**config.mk**
```make
export PLATFORM = sky130hd
export DESIGN_NAME = ifed_irq_ctrl
export DESIGN_NICKNAME = d
export VERILOG_FILES = /design/src/ifed_pkg.sv /design/src/ifed_edge_det.sv /design/src/ifed_flag_bit.sv /design/src/ifed_irq_ctrl.sv
export VERILOG_INCLUDE_DIRS = /design/src
export SDC_FILE = /design/constraint.sdc
export NUM_CORES = 1
export LEC_CHECK = 0
export BUFFER_PORTS_ARGS = -buffer_cell sky130_fd_sc_hd__buf_2
export CELL_PAD_IN_SITES_DETAIL_PLACEMENT = 1
export CELL_PAD_IN_SITES_GLOBAL_PLACEMENT = 1
export CORE_UTILIZATION = 35
export CTS_CLUSTER_DIAMETER = 50
export DETAILED_ROUTE_END_ITERATION = 8
export GPL_TIMING_DRIVEN = 0
export PLACE_DENSITY_LB_ADDON = 0.1
export SLEW_MARGIN = 25
export SYNTH_ARGS = -nofsm -noshare
export SYNTH_HDL_FRONTEND = slang
export SYNTH_SLANG_ARGS = --single-unit
```
**constraint.sdc**
```tcl
create_clock -name ref_clk_i -period 0.8 [get_ports ref_clk_i]
set_input_delay 0.12 -clock ref_clk_i [delete_from_list [all_inputs] [get_ports ref_clk_i]]
set_output_delay 0.12 -clock ref_clk_i [all_outputs]
set_load 0.02 [all_outputs]
```
**src/ifed_consts.svh**
```systemverilog
// Address map, field positions and reset values of the interrupt flag/enable block
`ifndef IFED_CONSTS_SVH
`define IFED_CONSTS_SVH

// Register addresses on the processor bus
`define IFED_ADDR_CLR_ALIAS 16'h0010
`define IFED_ADDR_FLAGS 16'h0011
`define IFED_ADDR_ENABLES 16'h0012
`define IFED_ADDR_CNTA_LOW 16'h0018
`define IFED_ADDR_CNTA_CLR 16'h001a
`define IFED_ADDR_CNTB_LOW 16'h001c
`define IFED_ADDR_CNTB_CLR 16'h001e

// Read values
`define IFED_ALIAS_RD_VAL 8'hff
`define IFED_UNMAPPED_RD_VAL 8'h00

// Reset values
`define IFED_FLAGS_RST 8'h00
`define IFED_ENABLES_RST 8'h00

// Flag bit positions
`define IFED_BIT_RISE_A 0
`define IFED_BIT_RISE_B 1
`define IFED_BIT_FALL_A 2
`define IFED_BIT_FALL_B 3
`define IFED_BIT_CNTA 4
`define IFED_BIT_CNTB 5
`define IFED_BIT_RX 6
`define IFED_BIT_TX 7

// Serial status field positions
`define IFED_SS_RX_LO 0
`define IFED_SS_RX_HI 3
`define IFED_SS_TX_IDLE 5
`define IFED_SS_TX_EMPTY 6
`define IFED_SS_TX_DONE 7

`endif

```
**src/ifed_pkg.sv**
```systemverilog
// Types shared by the interrupt flag/enable block
package ifed_pkg;
	typedef logic [7:0] ifed_byte_t;
	typedef logic [15:0] ifed_addr_t;
	typedef logic [3:0] ifed_edge_t;
endpackage : ifed_pkg

```
**src/ifed_edge_det.sv**
```systemverilog
// Pin synchroniser and single edge detector
`timescale 1ns/1ps
module ifed_edge_det #(
	parameter bit RISING = 1'b1
) (
	// Clock and reset
	input wire logic ref_clk_i,
	input wire logic arst_n_i,
	// Pin and detected edge
	input wire logic pin_i,
	output logic edge_o
);
	// Reset to the level that cannot fake an edge
	localparam logic IDLE = RISING;

	logic meta_reg, meta_next;
	logic sync_reg, sync_next;
	logic prev_reg, prev_next;
	logic edge_reg, edge_next;

	// Two-stage sync, history and edge compare
	always_comb begin
		meta_next = pin_i;
		sync_next = meta_reg;
		prev_next = sync_reg;
		if (RISING) begin
			edge_next = sync_reg & ~prev_reg;
		end else begin
			edge_next = ~sync_reg & prev_reg;
		end
	end

	// Registers
	always_ff @(posedge ref_clk_i or negedge arst_n_i) begin
		if (!arst_n_i) begin
			meta_reg <= IDLE;
			sync_reg <= IDLE;
			prev_reg <= IDLE;
			edge_reg <= 1'b0;
		end else begin
			meta_reg <= meta_next;
			sync_reg <= sync_next;
			prev_reg <= prev_next;
			edge_reg <= edge_next;
		end
	end

	assign edge_o = edge_reg;
endmodule : ifed_edge_det

```
**src/ifed_flag_bit.sv**
```systemverilog
// Sticky flag bit where a set outranks a clear
`timescale 1ns/1ps
module ifed_flag_bit (
	// Clock and reset
	input wire logic ref_clk_i,
	input wire logic arst_n_i,
	// Set and clear strobes
	input wire logic set_i,
	input wire logic clr_i,
	// Flag state
	output logic flag_o
);
	logic flag_reg, flag_next;

	// Set wins over clear in the same cycle
	always_comb begin
		flag_next = set_i | (flag_reg & ~clr_i);
	end

	// Register
	always_ff @(posedge ref_clk_i or negedge arst_n_i) begin
		if (!arst_n_i) begin
			flag_reg <= 1'b0;
		end else begin
			flag_reg <= flag_next;
		end
	end

	assign flag_o = flag_reg;
endmodule : ifed_flag_bit

```
**src/ifed_irq_ctrl.sv**
```systemverilog
// Interrupt flag and enable registers with request merge
`timescale 1ns/1ps
`include "ifed_consts.svh"

module ifed_irq_ctrl
	import ifed_pkg::*;
(
	// Clock and reset
	input wire logic ref_clk_i,
	input wire logic arst_n_i,
	// Processor register bus
	input wire ifed_addr_t cpu_addr_i,
	input wire logic cpu_rd_i,
	input wire logic cpu_wr_i,
	input wire ifed_byte_t cpu_wdata_i,
	output ifed_byte_t cpu_rdata_o,
	output logic cpu_rsel_o,
	// Edge-detect pins
	input wire logic edge_pin_rise_a_i,
	input wire logic edge_pin_rise_b_i,
	input wire logic edge_pin_fall_a_i,
	input wire logic edge_pin_fall_b_i,
	// Counter and serial events
	input wire logic cnt_a_underflow_i,
	input wire logic cnt_b_underflow_i,
	input wire ifed_byte_t serial_status_reg_i,
	// Interrupt request to the core
	output logic irq_req_n_o
);
	// Address match helper
	function automatic logic hit(input ifed_addr_t a, input ifed_addr_t ref_a);
		hit = (a == ref_a);
	endfunction : hit

	ifed_edge_t edge_set;
	ifed_edge_t edge_clr;
	logic [5:0] sticky;
	logic [5:0] sticky_set;
	logic [5:0] sticky_clr;
	ifed_byte_t pending_flag_reg;
	ifed_byte_t mask_enable_reg, mask_enable_next;
	logic rx_flag_reg, rx_flag_next;
	logic tx_flag_reg, tx_flag_next;
	ifed_byte_t rdata_reg, rdata_next;
	logic rsel_reg, rsel_next;
	logic irq_n_reg, irq_n_next;
	logic wr_flags;
	logic wr_alias;

	// Edge detectors on the four pins, independent of port use
	ifed_edge_det #(.RISING(1'b1)) u_rise_a (
		.ref_clk_i(ref_clk_i), .arst_n_i(arst_n_i),
		.pin_i(edge_pin_rise_a_i), .edge_o(edge_set[0]));
	ifed_edge_det #(.RISING(1'b1)) u_rise_b (
		.ref_clk_i(ref_clk_i), .arst_n_i(arst_n_i),
		.pin_i(edge_pin_rise_b_i), .edge_o(edge_set[1]));
	ifed_edge_det #(.RISING(1'b0)) u_fall_a (
		.ref_clk_i(ref_clk_i), .arst_n_i(arst_n_i),
		.pin_i(edge_pin_fall_a_i), .edge_o(edge_set[2]));
	ifed_edge_det #(.RISING(1'b0)) u_fall_b (
		.ref_clk_i(ref_clk_i), .arst_n_i(arst_n_i),
		.pin_i(edge_pin_fall_b_i), .edge_o(edge_set[3]));

	// Write decode for the flag register and its alias
	assign wr_flags = cpu_wr_i & hit(cpu_addr_i, `IFED_ADDR_FLAGS);
	assign wr_alias = cpu_wr_i & hit(cpu_addr_i, `IFED_ADDR_CLR_ALIAS);

	// Zero bits of the write-back clear edge flags; ones ignored
	assign edge_clr = (wr_flags | wr_alias) ? ~cpu_wdata_i[3:0] : 4'h0;

	// Set and clear strobes of the six sticky flags
	assign sticky_set = {cnt_b_underflow_i, cnt_a_underflow_i, edge_set};
	assign sticky_clr[3:0] = edge_clr;
	assign sticky_clr[4] = (cpu_rd_i & hit(cpu_addr_i, `IFED_ADDR_CNTA_LOW))
		| (cpu_wr_i & hit(cpu_addr_i, `IFED_ADDR_CNTA_CLR));
	assign sticky_clr[5] = (cpu_rd_i & hit(cpu_addr_i, `IFED_ADDR_CNTB_LOW))
		| (cpu_wr_i & hit(cpu_addr_i, `IFED_ADDR_CNTB_CLR));

	// Sticky flag cells
	for (genvar i = 0; i < 6; i++) begin : g_flag
		ifed_flag_bit u_flag (
			.ref_clk_i(ref_clk_i),
			.arst_n_i(arst_n_i),
			.set_i(sticky_set[i]),
			.clr_i(sticky_clr[i]),
			.flag_o(sticky[i])
		);
	end

	// Pending flag vector
	assign pending_flag_reg = {tx_flag_reg, rx_flag_reg, sticky};

	// Serial flags follow the status bits
	always_comb begin
		rx_flag_next = |serial_status_reg_i[`IFED_SS_RX_HI:`IFED_SS_RX_LO];
		tx_flag_next = (serial_status_reg_i[`IFED_SS_TX_EMPTY] & ~serial_status_reg_i[`IFED_SS_TX_IDLE])
			| serial_status_reg_i[`IFED_SS_TX_DONE];
	end

	// Enable register: full byte load
	always_comb begin
		mask_enable_next = mask_enable_reg;
		if (cpu_wr_i && hit(cpu_addr_i, `IFED_ADDR_ENABLES)) begin
			mask_enable_next = cpu_wdata_i;
		end
	end

	// Read data, registered one cycle after the strobe
	always_comb begin
		rdata_next = `IFED_UNMAPPED_RD_VAL;
		rsel_next = 1'b0;
		if (cpu_rd_i) begin
			if (hit(cpu_addr_i, `IFED_ADDR_FLAGS)) begin
				rdata_next = pending_flag_reg;
				rsel_next = 1'b1;
			end else if (hit(cpu_addr_i, `IFED_ADDR_CLR_ALIAS)) begin
				rdata_next = `IFED_ALIAS_RD_VAL;
				rsel_next = 1'b1;
			end else if (hit(cpu_addr_i, `IFED_ADDR_ENABLES)) begin
				rdata_next = mask_enable_reg;
				rsel_next = 1'b1;
			end
		end
	end

	// Merged request, active low
	always_comb begin
		irq_n_next = ~|(pending_flag_reg & mask_enable_reg);
	end

	// Registers
	always_ff @(posedge ref_clk_i or negedge arst_n_i) begin
		if (!arst_n_i) begin
			mask_enable_reg <= `IFED_ENABLES_RST;
			rx_flag_reg <= 1'b0;
			tx_flag_reg <= 1'b0;
			rdata_reg <= `IFED_UNMAPPED_RD_VAL;
			rsel_reg <= 1'b0;
			irq_n_reg <= 1'b1;
		end else begin
			mask_enable_reg <= mask_enable_next;
			rx_flag_reg <= rx_flag_next;
			tx_flag_reg <= tx_flag_next;
			rdata_reg <= rdata_next;
			rsel_reg <= rsel_next;
			irq_n_reg <= irq_n_next;
		end
	end

	assign cpu_rdata_o = rdata_reg;
	assign cpu_rsel_o = rsel_reg;
	assign irq_req_n_o = irq_n_reg;
endmodule : ifed_irq_ctrl

```
==> out/metrics.json <==
{
  "synthesis": {
    "yosys.cell_types.count": 26,
    "synth_top_cells_by_count": "35 x sky130_fd_sc_hd__dfrtp_1, 10 x sky130_fd_sc_hd__inv_1, 10 x sky130_fd_sc_hd__nor2_1",
    "sequential_cell_area_fraction_in_the_yosys_report_pct": 65.8,
    "syn-cell-area_mm2": 0.00161,
    "ys_dominant_reg_cell": "sky130_fd_sc_hd__dfrtp_1",
    "synth.avg_cell_area_um2": 13.8,
    "synth_cells": 117,
    "synth.yosys.warnings": 0,
    "synth_largest_type_area_fraction_pct": 54.4,
    "synth_enable_flop_cells": 0,
    "post-synth-top-count-cell": "sky130_fd_sc_hd__dfrtp_1",
    "async_reset_ff_share_pct": 100,
    "synth.net_count": 159,
    "yosys_register_bits": 42,
    "synth_top_cell_by_area": "sky130_fd_sc_hd__dfrtp_1",
    "synthTopCellsByArea": "sky130_fd_sc_hd__dfrtp_1 54%, sky130_fd_sc_hd__dfstp_2 11%, sky130_fd_sc_hd__mux2_2 5.6%"
  },
  "worst_setup_path": {
    "cp_slowest_cell": "sky130_fd_sc_hd__or4_4",
    "cp_cell_sequence": "buf_6, or4_4, nor4_4, buf_4, nand3b_1, a21o_1",
    "criticalPathCategory": "input port to flip-flop",
    "arrival_ns": 1.62,
    "worst_r2r_path_depth": 2,
    "crit_path_largest_cell_delay_ns": 0.57,
    "worstSetupStartpointType": "input port",
    "worst-endpoint-required_ns": 0.99,
    "crit_path_max_fanout": 5,
    "critPathCaptureType": "flip-flop"
  },
  "timing": {
    "timing.final.crit_share_pct": 179,
    "hold_slack_ns": -0.205,
    "final.setup.tns_ns": -14.27,
    "max_freq_mhz": 697,
    "worst_setup_slack_after_layout_ns": -0.635,
    "slew_headroom_pct": 59.5,
    "unrepaired_setup_endpoints_after_global_routing": "yes",
    "count_of_final_hold_check_violations": 35,
    "final-setup-viol-count": 34,
    "worst-slew-pin-transition_ns": 0.608,
    "final.min_clock_period_ns": 1.44,
    "timing_max_transition_violations_final": 0,
    "clock_skew_ns": 0.00816
  },
  "outcome": {
    "outcome": "finished with violations",
    "failed_checks": "negative hold slack, negative setup slack"
  },
  "finish": {
    "multi_input_comb_area_um2": 569,
    "fin_nets": 228,
    "n_antenna_cell": 0,
    "synthToLayoutAreaGrowth_pct": 42.3,
    "layoutNonFillerInstCount": 239,
    "drive_gt1_share_pct": 54.0,
    "fillers": 475,
    "stdcell_area_mm2": 0.00229,
    "seqCellArea_mm2": 0.00106
  },
  "floorplanning": {
    "die_h_um": 69.8,
    "std_cell_rows": 24,
    "die_w_um": 69.8,
    "die_area_mm2": 0.00488,
    "io_pins": 52,
    "initial_core_util_pct": 36.7,
    "core-area_mm2": 0.00438
  },
  "route": {
    "finalWirelength_mm": 3.71,
    "tritonroute_pass_1_iters": 4,
    "post_detailed_route_via_to_cell_ratio": 4.96,
    "routed_wire_length_per_instance_um": 15.5,
    "route.detailed.drc": 0,
    "number_of_nets_with_antenna_violations_after_detailed_routing": 0,
    "drt-initial-drc-count": 37,
    "num_vias": 1185
  },
  "grt": {
    "number_of_antenna_violations_at_the_first_check_in_global_routing": 0,
    "globalRouteTotalUtil_pct": 16.5,
    "grt.overflow.total": 0,
    "maximum_number_of_pins_on_one_net_before_global_route_repair": 43,
    "wire_length_of_the_first_global_routing_pass_mm": 6.19,
    "first_global_vias": 1299
  },
  "cts": {
    "cts.hold.buffers_added": 5,
    "clock_pin_slew_on_the_worst_setup_and_hold_paths_ns": 0.08,
    "clk_root_buffer_cell": "sky130_fd_sc_hd__clkbuf_8",
    "cts_max_level": 2,
    "cts.sink_count": 42,
    "cts_max_path_buffers": 2,
    "cts_inserted_buffers": 5,
    "clock_tree_from_tritoncts": "yes",
    "clock_latency_ns": 0.29
  },
  "job": {
    "drv_cap": 0
  },
  "power_and_ir_drop": {
    "worst_ir_drop_vdd_v": 0.00127,
    "static-leakage-power_nw": 1.12,
    "power.density_mw_per_mm2": 1640,
    "post-layout-total-power_w": 0.00376
  },
  "placed_design": {
    "postPlaceCellArea_mm2": 0.00195,
    "portBuffers": 50,
    "place.detailed.hpwl_mm": 2.58,
    "routabilityCongestion": 0.712,
    "post-place-cells": 219
  },
  "worst_hold_path": {
    "hp-class": "input port to async pin"
  }
}
[kinds of logic (layout without fill, tap and decap cells)]
| logic type | count (synthesis) | after routing | share of synthesized area (%) |
|---|---|---|---|
| flops | 42 | 42 | 65.8 |
| simple gates | 34 | 34 | 14.5 |
| buf+inv | 13 | 83 | 3.96 |
| mux | 9 | 9 | 6.22 |
| compound gates | 19 | 19 | 9.48 |
[through the flow]
step                setup WS, ns  hold slack [ns]  util (%)
finish                    -0.635           -0.205      52.3
CTS                       -0.630         -0.00851      50.5
global route              -0.719           -0.155      52.3
detailed placement         -1.09            0.227      44.5
floorplan                 -0.689           -0.176         -
global placement           -1.04            0.226      44.5
[layout make-up]
| type | count | area share [%] |
|---|---|---|
| multi-input cells | 62 | 24.8 |
| repair buffers | 62 | 19.5 |
| clock inverters | 2 | 0.600 |
| inverters | 10 | 1.64 |
| clock buffers | 6 | 3.17 |
| flip-flops and latches | 42 | 46.2 |
| plain buffers | 3 | 1.15 |
| well taps | 52 | 2.84 |
[critical path, delay by kind of cell]
| kind | cells | cell delay [ns] |
|---|---|---|
| AO/OA/AOI/OAI | 1 | 0.16 |
| buffers and inverters | 2 | 0.30 |
| AND/OR/NAND/NOR | 3 | 1.04 |
[power breakdown]
part / total [W] / internal [W] / switching, W
clock: 0.00131 / 0.000615 / 0.000696
sequential: 0.00220 / 0.00218 / 0.0000175
combinational: 0.000248 / 0.000129 / 0.000120
total: 0.00376 / 0.00292 / 0.000833
[worst paths after layout]
path | endpoint | from | slack (ns)
setup / recovery | g_flag[2].u_flag.flag_o | cpu_addr_i[8] | -0.64
hold / removal | cpu_rdata_o[3] | arst_n_i | -0.21
setup reg to reg | irq_req_n_o | mask_enable_reg[6] | -0.10
hold reg to reg | u_fall_a.prev_next | u_fall_a.meta_reg | 0.36
max in group asynchronous | u_rise_a.prev_reg | arst_n_i | 0.63
min in group ref_clk_i | g_flag[5].u_flag.flag_o | cnt_b_underflow_i | 0.01
[placed cells by master (no fill, tap or decap), drive strengths merged]
cell type	n
nor3	1
mux2i	1
nand3	1
nand4	1
buf	59
nor2b	4
nand3b	5
inv	10
dfstp	7
or4	3
and4	1
dfrtp	35
a22oi	4
nor4	1
a21o	7
clkbuf	7
clkinv	2
nand2	2
or3	1
nand4b	1
dlygate4sd3	5
mux2	8
a311oi	8
nor4b	1
nor2	11
or4b	1
[metal layers]
layer | routed length [um] | vias up | global-route usage [%]
li1 | - | 553 | -
met1 | 1520 | 599 | 19.9
met2 | 2000 | 26 | 28.0
met3 | 132 | 7 | 4.51
met4 | 56 | 0 | 6.67
met5 | 0 | - | 0
[what timing repair did]
action | 4_1_cts | 5_1_grt
gates cloned | 1 | 0
buffers inserted | 3 | 3
gates resized for setup | 30 | 12
pin swaps | 14 | 8
endpoints found under the setup margin | 34 | 34
hold endpoints to repair | 33 | 35
Power figures use the tool's default switching activity.
